==> src/hw/tspp_map.svh <==
// Register offsets, reset values and fixed counts of the timed pin port unit.
`ifndef TSPP_MAP_SVH
`define TSPP_MAP_SVH

// Number of ports and clock blocks.
`define TSPP_NPORT      5
`define TSPP_NCB        6
`define TSPP_NPIN       32
// Pins taken over by the inter-chip link when it is enabled.
`define TSPP_LINK_LO    24
`define TSPP_LINK_HI    31

// Address bit that selects the global window over the port windows.
`define TSPP_GLB_BIT    8
// Port registers, word index within a 32-byte port window.
`define TSPP_R_CTRL     3'h0
`define TSPP_R_DATA     3'h1
`define TSPP_R_TIME     3'h2
`define TSPP_R_COND     3'h3
`define TSPP_R_COUNT    3'h4
`define TSPP_R_STAMP    3'h5
`define TSPP_R_STAT     3'h6
// Global registers, word index within the global window.
`define TSPP_R_LINK     6'h00
`define TSPP_R_EVENTS   6'h01
`define TSPP_R_CB0      6'h10

// Field widths and reset values.
`define TSPP_CTRL_W     10
`define TSPP_CB_W       9
`define TSPP_CTRL_RST   10'h000
`define TSPP_CB_RST     9'h000
`define TSPP_PD_RST     32'hFFFF_FFFF

`endif

==> src/hw/tspp_pkg.sv <==
// Types shared by the timed pin port unit.
package tspp_pkg;

	// Port control word; clk_sel picks the clock block driving the port.
	typedef struct packed {
		logic [2:0] clk_sel;
		logic       strobe_en;
		logic       timed;
		logic       cond_ne;
		logic       cond_en;
		logic       oc;
		logic       dir_out;
		logic       enable;
	} tspp_ctrl_t;

	// Clock block setup: source is the port 0 pin when src_pin is set.
	typedef struct packed {
		logic       src_pin;
		logic [7:0] div;
	} tspp_cb_t;

	// Nominal width of each port, narrowest first.
	function automatic int tspp_width(input int idx);
		case (idx)
			0: return 1;
			1: return 4;
			2: return 8;
			3: return 16;
			default: return 32;
		endcase
	endfunction

endpackage

==> src/hw/tspp_port_unit.sv <==
// Timed pin port unit: five overlapping ports, six clock blocks, APB registers.
//
// Contract
// Ports of width 1, 4, 8, 16, 32.
// One direction for all pins of a port.
// Drive pins, or sample with optional condition.
// Register access completes in one bus access.
// Open collector: zero pulls low, one floats.
// Open collector chosen per port.
// Data passes transfer register and shift stage; input data goes from the pins straight to the transfer register.
// 16-bit counter schedules each transfer; here only a port with its timed bit set waits for the count.
// Counter readable; transfer may wait for count.
// Counter captured as timestamp on transfer.
// Enabled link removes ports from its pins.
// Narrower enabled port beats wider on pins.
// Unshared pins stay with the wider port.
// Ports keep nominal width when pins lost.
// Six clock blocks; block zero is reference.
// Other blocks run at programmable rates.
// Block may take 1-bit port, divided.
// Ready-in strobe accepted; ready-out strobe produced.
// After reset every port uses block zero.
// Pin conditions raise events, not interrupts.
// Pull-downs enabled on all pins in reset.
// Counter steps on each attached clock tick; here it steps only while the port is enabled.
// Conditional input waits for equal or unequal.
//
// The APB interface to the registers and the address map are this design's own decisions.
`timescale 1ns/1ps

`include "tspp_map.svh"

module tspp_port_unit import tspp_pkg::*; (
	// Clock and reset.
	input  wire logic        clk_i,
	input  wire logic        sys_rst_i,
	// APB slave.
	input  wire logic        psel_i,
	input  wire logic        penable_i,
	input  wire logic        pwrite_i,
	input  wire logic [11:0] paddr_i,
	input  wire logic [31:0] pwdata_i,
	output logic             pready_o,
	output logic      [31:0] prdata_o,
	output logic             pslverr_o,
	// Pin bank.
	input  wire logic [31:0] pin_i,
	output logic      [31:0] pin_o,
	output logic      [31:0] pin_oe_o,
	output logic      [31:0] pin_pd_o,
	// Strobes, one per port.
	input  wire logic [4:0]  ready_in_i,
	output logic      [4:0]  outgoing_strobe_o,
	// Events to the scheduler, one per port.
	output logic      [4:0]  port_event_o
);

	// ************************************************************
	// Input synchronisers
	// ************************************************************
	logic [31:0] pin_s1;
	logic [31:0] pin_s2;
	logic [4:0]  rdy_s1;
	logic [4:0]  rdy_s2;
	logic        src_d3;

	always_ff @(posedge clk_i or posedge sys_rst_i) begin
		if (sys_rst_i) begin
			pin_s1 <= 32'h0000_0000;
			pin_s2 <= 32'h0000_0000;
			rdy_s1 <= 5'h00;
			rdy_s2 <= 5'h00;
			src_d3 <= 1'b0;
		end else begin
			pin_s1 <= pin_i;
			pin_s2 <= pin_s1;
			rdy_s1 <= ready_in_i;
			rdy_s2 <= rdy_s1;
			src_d3 <= pin_s2[0];
		end
	end

	// Rising edge on the 1-bit port's pin, a clock block source.
	logic src_edge;
	assign src_edge = pin_s2[0] & ~src_d3;

	// ************************************************************
	// Bus decode
	// ************************************************************
	logic       bus_setup;
	logic       bus_wr;
	logic       bus_rd;
	logic       glb_sel;
	logic [5:0] glb_idx;
	logic [2:0] port_idx;
	logic [2:0] reg_idx;

	assign bus_setup = psel_i & ~penable_i;
	assign bus_wr    = psel_i & penable_i & pready_o & pwrite_i;
	assign bus_rd    = psel_i & penable_i & pready_o & ~pwrite_i;
	assign glb_sel   = paddr_i[`TSPP_GLB_BIT];
	assign glb_idx   = paddr_i[7:2];
	assign port_idx  = paddr_i[7:5];
	assign reg_idx   = paddr_i[4:2];

	// ************************************************************
	// Link enable
	// ************************************************************
	logic link_en;

	always_ff @(posedge clk_i or posedge sys_rst_i) begin
		if (sys_rst_i) begin
			link_en <= 1'b0;
		end else if (bus_wr && glb_sel && glb_idx == `TSPP_R_LINK) begin
			link_en <= pwdata_i[0];
		end
	end

	// ************************************************************
	// Clock blocks
	// ************************************************************
	logic [`TSPP_NCB-1:0] cb_tick;
	tspp_cb_t             cb_cfg [`TSPP_NCB];

	// Block zero is the reference clock: a tick on every cycle.
	assign cb_tick[0] = 1'b1;
	assign cb_cfg[0]  = `TSPP_CB_RST;

	genvar k;
	generate
		for (k = 1; k < `TSPP_NCB; k++) begin : g_cb
			tspp_cb_t   cfg;
			logic [7:0] div_cnt;
			logic       src_ev;
			logic       tick;

			assign src_ev     = cfg.src_pin ? src_edge : 1'b1;
			assign cb_tick[k] = tick;
			assign cb_cfg[k]  = cfg;

			always_ff @(posedge clk_i or posedge sys_rst_i) begin
				if (sys_rst_i) begin
					cfg <= `TSPP_CB_RST;
				end else if (bus_wr && glb_sel && glb_idx == `TSPP_R_CB0 + 6'(k)) begin
					cfg <= tspp_cb_t'(pwdata_i[`TSPP_CB_W-1:0]);
				end
			end

			// Divide the source by div+1.
			always_ff @(posedge clk_i or posedge sys_rst_i) begin
				if (sys_rst_i) begin
					div_cnt <= 8'h00;
					tick    <= 1'b0;
				end else if (src_ev) begin
					tick    <= (div_cnt == cfg.div);
					div_cnt <= (div_cnt == cfg.div) ? 8'h00 : div_cnt + 8'h01;
				end else begin
					tick    <= 1'b0;
				end
			end
		end
	endgenerate

	// ************************************************************
	// Ports
	// ************************************************************
	logic [31:0]           port_out [`TSPP_NPORT];
	logic [31:0]           port_rd  [`TSPP_NPORT];
	logic [`TSPP_NPORT-1:0] port_en;
	logic [`TSPP_NPORT-1:0] port_dir;
	logic [`TSPP_NPORT-1:0] port_oc;
	logic [`TSPP_NPORT-1:0] port_ev;

	genvar j;
	generate
		for (j = 0; j < `TSPP_NPORT; j++) begin : g_port
			localparam int W = tspp_width(j);
			tspp_ctrl_t ctrl;
			logic [W-1:0] xfer;
			logic [W-1:0] shreg;
			logic [W-1:0] cond;
			logic [W-1:0] sample;
			logic [15:0]  cnt;
			logic [15:0]  tmr;
			logic [15:0]  stamp;
			logic         valid;
			logic         hit;
			logic         tick;
			logic         time_ok;
			logic         cond_ok;
			logic         stb_ok;
			logic         fire;
			logic         take;
			logic         stb_d;

			assign hit    = ~glb_sel && port_idx == 3'(j);
			// Unknown clock block codes stop the port.
			assign tick   = (ctrl.clk_sel < 3'(`TSPP_NCB)) ? cb_tick[ctrl.clk_sel] : 1'b0;
			// The port samples its full width even if it lost pins.
			assign sample = pin_s2[W-1:0];
			assign time_ok = ~ctrl.timed | (cnt == tmr);
			assign cond_ok = ~ctrl.cond_en | ((sample == cond) ^ ctrl.cond_ne);
			assign stb_ok  = ~ctrl.strobe_en | rdy_s2[j];
			assign fire = ctrl.enable & ctrl.dir_out & valid & tick & time_ok;
			assign take = ctrl.enable & ~ctrl.dir_out & ~valid & tick & time_ok & cond_ok & stb_ok;

			// Control and setup registers.
			always_ff @(posedge clk_i or posedge sys_rst_i) begin
				if (sys_rst_i) begin
					ctrl <= `TSPP_CTRL_RST;
					tmr  <= 16'h0000;
					cond <= '0;
				end else if (bus_wr && hit) begin
					case (reg_idx)
						`TSPP_R_CTRL: ctrl <= tspp_ctrl_t'(pwdata_i[`TSPP_CTRL_W-1:0]);
						`TSPP_R_TIME: tmr  <= pwdata_i[15:0];
						`TSPP_R_COND: cond <= pwdata_i[W-1:0];
						default: ;
					endcase
				end
			end

			// Port counter.
			always_ff @(posedge clk_i or posedge sys_rst_i) begin
				if (sys_rst_i) begin
					cnt <= 16'h0000;
				end else if (ctrl.enable && tick) begin
					cnt <= cnt + 16'h0001;
				end
			end

			// Transfer register, shift stage and timestamp.
			always_ff @(posedge clk_i or posedge sys_rst_i) begin
				if (sys_rst_i) begin
					xfer  <= '0;
					shreg <= '0;
					stamp <= 16'h0000;
					valid <= 1'b0;
				end else begin
					if (fire) begin
						shreg <= xfer;
						stamp <= cnt;
					end
					if (take) begin
						xfer  <= sample;
						stamp <= cnt;
					end
					// A new transfer wins over the access that empties the register.
					if (bus_wr && hit && reg_idx == `TSPP_R_DATA && ctrl.dir_out) begin
						xfer  <= pwdata_i[W-1:0];
						valid <= 1'b1;
					end else if (take) begin
						valid <= 1'b1;
					end else if (fire || (bus_rd && hit && reg_idx == `TSPP_R_DATA && !ctrl.dir_out)) begin
						valid <= 1'b0;
					end
				end
			end

			// Strobe beside output data and scheduler event.
			always_ff @(posedge clk_i or posedge sys_rst_i) begin
				if (sys_rst_i) begin
					stb_d                <= 1'b0;
					outgoing_strobe_o[j] <= 1'b0;
					port_event_o[j]      <= 1'b0;
				end else begin
					// The pins follow one cycle after a fire, so the strobe waits a cycle to stand beside them.
					stb_d                <= fire & ctrl.strobe_en;
					outgoing_strobe_o[j] <= stb_d;
					port_event_o[j]      <= ctrl.enable & (ctrl.dir_out ? ~valid : valid);
				end
			end

			always_comb begin
				port_rd[j] = 32'h0000_0000;
				case (reg_idx)
					`TSPP_R_CTRL:  port_rd[j][`TSPP_CTRL_W-1:0] = ctrl;
					`TSPP_R_DATA:  port_rd[j][W-1:0] = xfer;
					`TSPP_R_TIME:  port_rd[j][15:0] = tmr;
					`TSPP_R_COND:  port_rd[j][W-1:0] = cond;
					`TSPP_R_COUNT: port_rd[j][15:0] = cnt;
					`TSPP_R_STAMP: port_rd[j][15:0] = stamp;
					`TSPP_R_STAT:  port_rd[j][0] = valid;
					default: ;
				endcase
			end

			assign port_out[j] = 32'(shreg);
			assign port_en[j]  = ctrl.enable;
			assign port_dir[j] = ctrl.dir_out;
			assign port_oc[j]  = ctrl.oc;
			assign port_ev[j]  = port_event_o[j];
		end
	endgenerate

	// ************************************************************
	// Pin ownership and drive
	// ************************************************************
	logic [31:0] next_pin_o;
	logic [31:0] next_pin_oe;

	genvar p;
	generate
		for (p = 0; p < `TSPP_NPIN; p++) begin : g_pin
			logic [2:0] own;
			logic       owned;

			// Narrowest enabled port covering the pin takes it.
			always_comb begin
				own   = 3'h0;
				owned = 1'b0;
				for (int q = `TSPP_NPORT - 1; q >= 0; q--) begin
					if (port_en[q] && p < tspp_width(q)) begin
						own   = 3'(q);
						owned = 1'b1;
					end
				end
				if (link_en && p >= `TSPP_LINK_LO && p <= `TSPP_LINK_HI) begin
					owned = 1'b0;
				end
			end

			always_comb begin
				next_pin_o[p]  = 1'b0;
				next_pin_oe[p] = 1'b0;
				if (owned && port_dir[own]) begin
					if (port_oc[own]) begin
						next_pin_oe[p] = ~port_out[own][p];
					end else begin
						next_pin_o[p]  = port_out[own][p];
						next_pin_oe[p] = 1'b1;
					end
				end
			end
		end
	endgenerate

	always_ff @(posedge clk_i or posedge sys_rst_i) begin
		if (sys_rst_i) begin
			pin_o    <= 32'h0000_0000;
			pin_oe_o <= 32'h0000_0000;
			pin_pd_o <= `TSPP_PD_RST;
		end else begin
			pin_o    <= next_pin_o;
			pin_oe_o <= next_pin_oe;
			pin_pd_o <= ~next_pin_oe;
		end
	end

	// ************************************************************
	// APB answer
	// ************************************************************
	logic [31:0] next_rdata;
	logic        next_hit;

	always_comb begin
		next_rdata = 32'h0000_0000;
		next_hit   = 1'b0;
		if (glb_sel) begin
			if (glb_idx == `TSPP_R_LINK) begin
				next_rdata[0] = link_en;
				next_hit      = 1'b1;
			end else if (glb_idx == `TSPP_R_EVENTS) begin
				next_rdata[`TSPP_NPORT-1:0] = port_ev;
				next_hit                    = 1'b1;
			end else if (glb_idx >= `TSPP_R_CB0 && glb_idx < `TSPP_R_CB0 + 6'(`TSPP_NCB)) begin
				next_rdata[`TSPP_CB_W-1:0] = cb_cfg[3'(glb_idx - `TSPP_R_CB0)];
				next_hit                   = 1'b1;
			end
		end else if (port_idx < 3'(`TSPP_NPORT) && reg_idx <= `TSPP_R_STAT) begin
			next_rdata = port_rd[port_idx];
			next_hit   = 1'b1;
		end
	end

	// One wait-free access: ready in the access phase after every setup.
	always_ff @(posedge clk_i or posedge sys_rst_i) begin
		if (sys_rst_i) begin
			pready_o  <= 1'b0;
			prdata_o  <= 32'h0000_0000;
			pslverr_o <= 1'b0;
		end else begin
			pready_o  <= bus_setup;
			pslverr_o <= bus_setup & ~next_hit;
			if (bus_setup) begin
				prdata_o <= next_rdata;
			end
		end
	end

endmodule

==> config.mk <==
export PLATFORM = sky130hd
export DESIGN_NAME = tspp_port_unit
export DESIGN_NICKNAME = d
export VERILOG_FILES = /design/src/hw/tspp_pkg.sv /design/src/hw/tspp_port_unit.sv
export VERILOG_INCLUDE_DIRS = /design/src /design/src/hw
export SDC_FILE = /design/constraint.sdc
export NUM_CORES = 2
export LEC_CHECK = 0
export BUFFER_PORTS_ARGS = -buffer_cell sky130_fd_sc_hd__buf_4
export CORE_MARGIN = 5
export CORE_UTILIZATION = 59
export CTS_BUF_LIST = sky130_fd_sc_hd__clkbuf_8
export CTS_CLUSTER_DIAMETER = 30
export DETAILED_ROUTE_END_ITERATION = 7
export GPL_ROUTABILITY_DRIVEN = 0
export PLACE_DENSITY = 0.78
export SLEW_MARGIN = 20
export SYNTH_ARGS = -nofsm -noshare
export SYNTH_HDL_FRONTEND = slang
export SYNTH_SLANG_ARGS = --single-unit
==> constraint.sdc <==
create_clock -name clk_i -period 34.4 [get_ports clk_i]
set_input_delay 3.44 -clock clk_i [delete_from_list [all_inputs] [get_ports clk_i]]
set_output_delay 3.44 -clock clk_i [all_outputs]
set_load 0.02 [all_outputs]
# Word level (Yosys, flattened, before mapping)
# Cells that the tools add are included.
[totals] register_bits=789 out_inout_bits=140
[classes] addsub=11 n_lt_le_gt_ge=26 n_eq_ne=31 muxes=281 n_bitwise=157 reduce_logical=98
[op_table] op="32-bit binary-select mux with 3-bit select" n=6
[op_table] op="16-bit 2-to-1 mux" n=14
[op_table] op="32-bit 2-to-1 mux" n=7
[op_table] op="1-bit 2-to-1 mux" n=194
[op_table] op="9-bit one-hot mux with 6 select lines" n=2
[op_table] op="16-bit equality test" n=6
[op_table] op="16-bit by 1-bit adder with 16-bit output (second input constant)" n=5
[op_table] op="8-bit 2-to-1 mux" n=10
[op_table] op="1-bit AND" n=67
[op_table] op="1-bit inverter" n=62
[op_table] op="6-bit one-hot mux with 5 select lines" n=2
[op_table] op="1-bit logical AND" n=55
[op_table] op="6-bit one-hot mux with 3 select lines" n=3
[op_table] op="8-bit equality test" n=6
[op_table] op="1-bit binary-select mux with 3-bit select" n=15
[op_table] op="7-bit one-hot mux with 6 select lines" n=1
[op_table] op="8-bit by 1-bit adder with 8-bit output (second input constant)" n=5
[op_table] op="3-bit by 4-bit < comparator with 1-bit output (second input constant)" n=10
[op_table] op="9-bit 2-to-1 mux" n=4
[op_table] op="9-bit one-hot mux with 4 select lines" n=1
[op_table] op="1-bit one-hot mux with 7 select lines" n=5
[op_table] op="32-bit equality test" n=1
[op_table] op="32-bit inverter" n=1
[op_table] op="16-bit one-hot mux with 2 select lines" n=1
[op_table] op="31 further kinds" n=121

# Logic depth before layout (Yosys ltp)
[depth] word_depth=13 depth_mapped=11 depth_no_buf=7

# Worst setup path before layout
# OpenSTA, ideal clock, no wires.
[synth_path] path_kind="input-to-reg" from="input paddr_i[2]" to="register prdata_o[14]" t_arrival_ns=5.238 required_time_ns=34.279 path_slack_ns=29.041 path_stages=9 path_buffers=3 path_cell_list="buf_2 -> buf_2 -> buf_1 -> mux2_2 -> a221oi_1 -> o21ai_0 -> nand4_1 -> o21ai_0 -> a22o_1"
[synth_via] elab_chain_cells=7 word_cells_on_any_way=17 cone_classes="order compare: 1; eq/ne: 5; mux: 10; reduce/logical: 1"
[synth_lines] item="from (decl)" line_no="tspp_port_unit.sv:41" source="input wire logic [11:0] paddr_i,"
[synth_lines] item="3-bit equality test (tied with other cells)" line_no="tspp_port_unit.sv:276" source="case (reg_idx)"
[synth_lines] item="6-bit one-hot mux with 5 select lines / 6-bit one-hot mux with 3 select lines (equally long branches)" line_no="tspp_port_unit.sv:276"
[synth_lines] item="32-bit binary-select mux with 3-bit select" line_no="tspp_port_unit.sv:371" source="next_rdata = port_rd[port_idx];"
[synth_lines] item="32-bit 2-to-1 mux (implied by the code) (2 in series)" line_no="tspp_port_unit.sv:371"
[synth_lines] item="32-bit 2-to-1 mux *" line_no="tspp_port_unit.sv:370" source="end else if (port_idx < 3'(`TSPP_NPORT) && reg_idx <= `TSPP_R_STAT) begin"
[synth_lines] item="23-bit 2-to-1 mux *" line_no="tspp_port_unit.sv:359" source="if (glb_sel) begin"
[synth_lines] item="to (signal assigned)" line_no="tspp_port_unit.sv:386" source="prdata_o <= next_rdata;"
[synth_lines] item="to (decl)" line_no="tspp_port_unit.sv:44" source="output logic [31:0] prdata_o,"
# Every way passes the cells marked *; elsewhere a longest branch is shown, timed or not. The select of a mux whose other input is x is not followed.
# A chain may end at the register's enable or synchronous reset.

# Worst setup path after layout
[layout_path] from="input paddr_i[2]" to="register g_port[3].valid"
[layout_via] elab_chain_cells=5 word_cells_on_any_way=8 cone_classes="eq/ne: 1; mux: 1; reduce/logical: 6"
[layout_lines] item="3-bit by 1-bit equality test with 1-bit output *"
[layout_lines] item="1-bit logical AND (no source line)"
[layout_lines] item="1-bit logical AND" line_no="tspp_port_unit.sv:254" source="end else if (fire || (bus_rd && hit && reg_idx == `TSPP_R_DATA && !ctrl.dir_out)) begin"
[layout_lines] item="1-bit logical OR" line_no="tspp_port_unit.sv:254"
[layout_lines] item="3-bit nonzero test (no source line)"
[layout_lines] item="to (signal assigned)" line_no="tspp_port_unit.sv:251" source="valid <= 1'b1;"
[layout_lines] item="to (signal assigned)" line_no="tspp_port_unit.sv:253" source="valid <= 1'b1;"
[layout_lines] item="to (signal assigned)" line_no="tspp_port_unit.sv:255" source="valid <= 1'b0;"
[layout_lines] item="to (decl)" line_no="tspp_port_unit.sv:186" source="logic valid;"
# Every way passes the cells marked *; elsewhere a longest branch is shown, timed or not.

==> impl_metrics.tcl <==
set metrics [dict create \
    status "finished, violations left" \
    violations "DRC" \
    power_density_nw_per_um2 56.2 \
    setup_viol 0 \
    portBuffers 220 \
    start_util_pct 59.3 \
    fin_setup_tns_ps 0 \
    htreeDepth 4 \
    yosys.area_share.adder_pct 0.344 \
    synth_compound_area_share_pct 9.54 \
    grt_util_met3_pct 11.2 \
    final.setup_skew_ps 51.3 \
    cpPeakStageDelay_ps 680 \
    cts.sinks 789 \
    seqPwrFrac_pct 45.9 \
    netlist_area_um2 36400 \
    use_met1_pct 47.0 \
    synth_cell_type_count 72 \
    cpLargestDelayFamily "buffers and inverters" \
    worst_slack_ps 28260 \
    critPathArrivalTime_ps 6830 \
    synth-simple-area-share_pct 9.08 \
    worst_pin_slew_ps 1180 \
    dp_cells 3985 \
    antenna_found_initial 3 \
    cts_tree "done" \
    cts_buffers 151 \
    cts_max_path_buffers 3 \
    drive_above_1_share_pct 28.5 \
    synth_xor_area_share_pct 6.50 \
    hold_violations 0 \
    firstDrtPassIters 8 \
    synthArstFlopShare_pct 100 \
    max-vdd-ir-drop_mv 0.0434 \
    critPathRequiredTime_ps 35090 \
    synthesis.nets 3225 \
    total_leakage_power_uw 0.0200 \
    syn_area_per_cell_um2 11.6 \
    worstSetupEndpointType "flip-flop" \
    grt_start_max_net_pins 202 \
    p_switching_uw 677 \
    cp.depth 10 \
    syn_inst 3129 \
    die-area_um2 66700 \
    dr.first_iter.drc_count 3621 \
    synth-seq-area-share_pct 54.4 \
    min_period_over_period_pct 17.8 \
    path_clk_slew_ps 60 \
    fin_crit_ps 6140 \
    synth_mux_area_share_pct 17.3 \
    cp_cell_sequence "buf_6 -> buf_4 -> inv_1 -> buf_4 -> nor3_2 -> buf_4 -> nand2_1 -> o41ai_1 -> o21ai_0 -> or2_2" \
    max-slew-margin-rel_pct 21.1 \
    slew_viol_final 0 \
    p_clk_share_pct 42.4 \
    avgRoutedWirePerCell_um 26.7 \
    fmax_mhz 163 \
    die_w_um 258 \
    crit_slowest_cell "buf_4" \
    core-area_um2 61400 \
    ctsResizeCount 0 \
    combPwrFrac_pct 11.7 \
    synth_warnings 0 \
    ctsRootBufferMaster "clkbuf_8" \
    crit_top_cell "buf_4" \
    crit_buf_inv 5 \
    grt_pass1_vias 27500 \
    ys_seq_elements 789 \
    maxCapViolCount 0 \
    grt_pass1_wl_um 171000 \
    synth-edff-count 0 \
    io_pins 226 \
    grt-busiest-layer "met2" \
    internal_power_uw 1690 \
    reg2reg_depth 6 \
    wirelength_um 114000 \
    die_h_um 258 \
    post-cts-setup-buffers 0 \
    final_nets 3446 \
    instances_no_fill 4260 \
    clkLatencyLatePin_ps 810 \
    synth_ff_type "dfrtp_1" \
    cts_hold_buf 0 \
    worstSetupPathType "in -> reg" \
    min-delay-path-class "reg -> reg" \
    dp_slack_ps 27520 \
    met2_usage_pct 48.4 \
    track_usage_pct 33.6 \
    synth_top_family_by_area "multiplexers" \
    area_growth_pct 15.5 \
    final_antenna_net_count 0 \
    whs_ps 335 \
    start_kind "input port" \
    vias_per_cell 6.47 \
    grt-ovfl-total 0 \
    drc 6 \
    cp_max_fo 54 \
    worstHoldPathCells 0 \
    via_count 27500 \
    switching_share_pct 28.6 \
    rsz0062_at_grt "no" \
    dp_hpwl_um 76800 \
    fp-row-count 91 \
]
==> placed cells by master (no fill, tap or decap), types with 9 or more instances in the layout <==
| cell | n |
|---|---|
| dfrtp_1 | 757 |
| mux2_2 | 405 |
| buf_4 | 261 |
| nor2_1 | 197 |
| o21ai_0 | 190 |
| clkbuf_8 | 183 |
| nand2_1 | 181 |
| xnor2_1 | 150 |
| mux2i_1 | 144 |
| a21oi_1 | 119 |
| xor2_1 | 118 |
| inv_1 | 85 |
| a22oi_1 | 60 |
| nand3_1 | 58 |
| nand4_1 | 52 |
| and2_1 | 36 |
| dfstp_2 | 32 |
| nor3_1 | 29 |
| a221oi_1 | 28 |
| nand2b_1 | 26 |
| nor2b_1 | 24 |
| nor4_1 | 23 |
| and3_1 | 21 |
| clkinv_2 | 21 |
| a21o_1 | 19 |
| o22ai_1 | 17 |
| o211ai_1 | 15 |
| a22o_1 | 15 |
| a211oi_1 | 13 |
| bufinv_16 | 13 |
| o31ai_1 | 10 |
| mux2_4 | 10 |
| ha_1 | 10 |
| or2_2 | 9 |
| clkinvlp_4 | 9 |
==> area by class of cell <==
cell class	count	area (um^2)
diodes	2	5.00
clock buffers	183	2520
clock inverters	88	812
fillers	4303	19400
inverters	55	214
multi-input cells	2086	15600
flip-flops and latches	789	19800
well taps	790	988
repair buffers	267	2080
==> path summary, 6_finish.rpt <==
path	from	to	slack (ps)
min reg2reg	pin_s1[1]$_DFF_PP0_	g_port[4].sample[1]$_DFF_PP0_	330
min	pin_s1[1]$_DFF_PP0_	g_port[4].sample[1]$_DFF_PP0_	330
min in group asynchronous	sys_rst_i	cb_cfg[44]$_DFFE_PP0P_	2670
max	paddr_i[2]	g_port[3].valid$_DFFE_PP0P_	28260
max in group asynchronous	sys_rst_i	g_port[4].tmr[14]$_DFFE_PP0P_	29080
max reg2reg	g_cb[1].tick$_DFF_PP0_	g_port[3].stamp[15]$_DFFE_PP0P_	30420
==> per-stage QoR <==
stage | power [uW] | util (%) | cell area, um^2
after floorplan | 1250 | - | 36400
after global placement | 1350 | 62.9 | 38600
after detailed placement | 1360 | 62.9 | 38600
after CTS | 2360 | 68.3 | 41900
after global routing | 2440 | 68.4 | 42000
final | 2360 | 68.4 | 42000
==> routing by layer <==
layer  up-vias  share of wire (%)
met5         -              0.055
met4         2                5.0
met3       373                 13
met2      1865                 43
met1     13800                 39
li1      11500                  -
==> state kept, by name, indices dropped and copies added, names as in the netlist, 40 cells and up <==
| name | count |
|---|---|
| g_port.cnt | 80 |
| g_port.stamp | 80 |
| g_port.tmr | 80 |
| g_port.cond | 61 |
| g_port.shreg | 61 |
| g_port.xfer | 61 |
| g_port.ctrl | 50 |
| cb_cfg | 45 |
| g_cb.div_cnt | 40 |
==> synth_stat cells, types with 9 or more instances <==
| library cell | instances | area [um^2] |
|---|---|---|
| dfrtp_1 | 757 | 18900 |
| mux2_2 | 405 | 4560 |
| nor2_1 | 202 | 758 |
| o21ai_0 | 190 | 951 |
| nand2_1 | 181 | 679 |
| xnor2_1 | 150 | 1310 |
| mux2i_1 | 144 | 1440 |
| clkbuf_1 | 139 | 522 |
| a21oi_1 | 119 | 596 |
| xor2_1 | 118 | 1030 |
| a22oi_1 | 60 | 450 |
| nand3_1 | 58 | 290 |
| inv_1 | 53 | 199 |
| nand4_1 | 52 | 325 |
| buf_2 | 39 | 195 |
| and2_1 | 36 | 225 |
| dfstp_2 | 32 | 841 |
| nor3_1 | 30 | 150 |
| a221oi_1 | 28 | 245 |
| nor2b_1 | 27 | 169 |
| nand2b_1 | 26 | 163 |
| nor4_1 | 23 | 144 |
| and3_1 | 21 | 131 |
| a21o_1 | 19 | 143 |
| o22ai_1 | 17 | 106 |
| buf_1 | 16 | 60.1 |
| a22o_1 | 15 | 131 |
| o211ai_1 | 15 | 113 |
| a211oi_1 | 13 | 97.6 |
| ha_1 | 10 | 125 |
| mux2_4 | 10 | 150 |
| o31ai_1 | 10 | 75.1 |
| or2_2 | 9 | 56.3 |
==> cell families after synthesis <==
logic type | after synthesis
flops | 789
fa+ha+maj | 10
compound gates | 550
buf+inv | 254
xor+xnor | 269
simple gates | 692
mux | 565
==> power groups by stage <==
| stage | clock network, uW | registers [uW] | logic, uW |
|---|---|---|---|
| after detailed placement | 0 | 1090 | 269 |
| after global placement | 0 | 1090 | 259 |
| after CTS | 1010 | 1080 | 272 |
| after floorplan | 0 | 1050 | 197 |
| after global routing | 1060 | 1090 | 299 |
| final | 1000 | 1080 | 277 |
No activity file was read; power rests on OpenSTA's default activity.
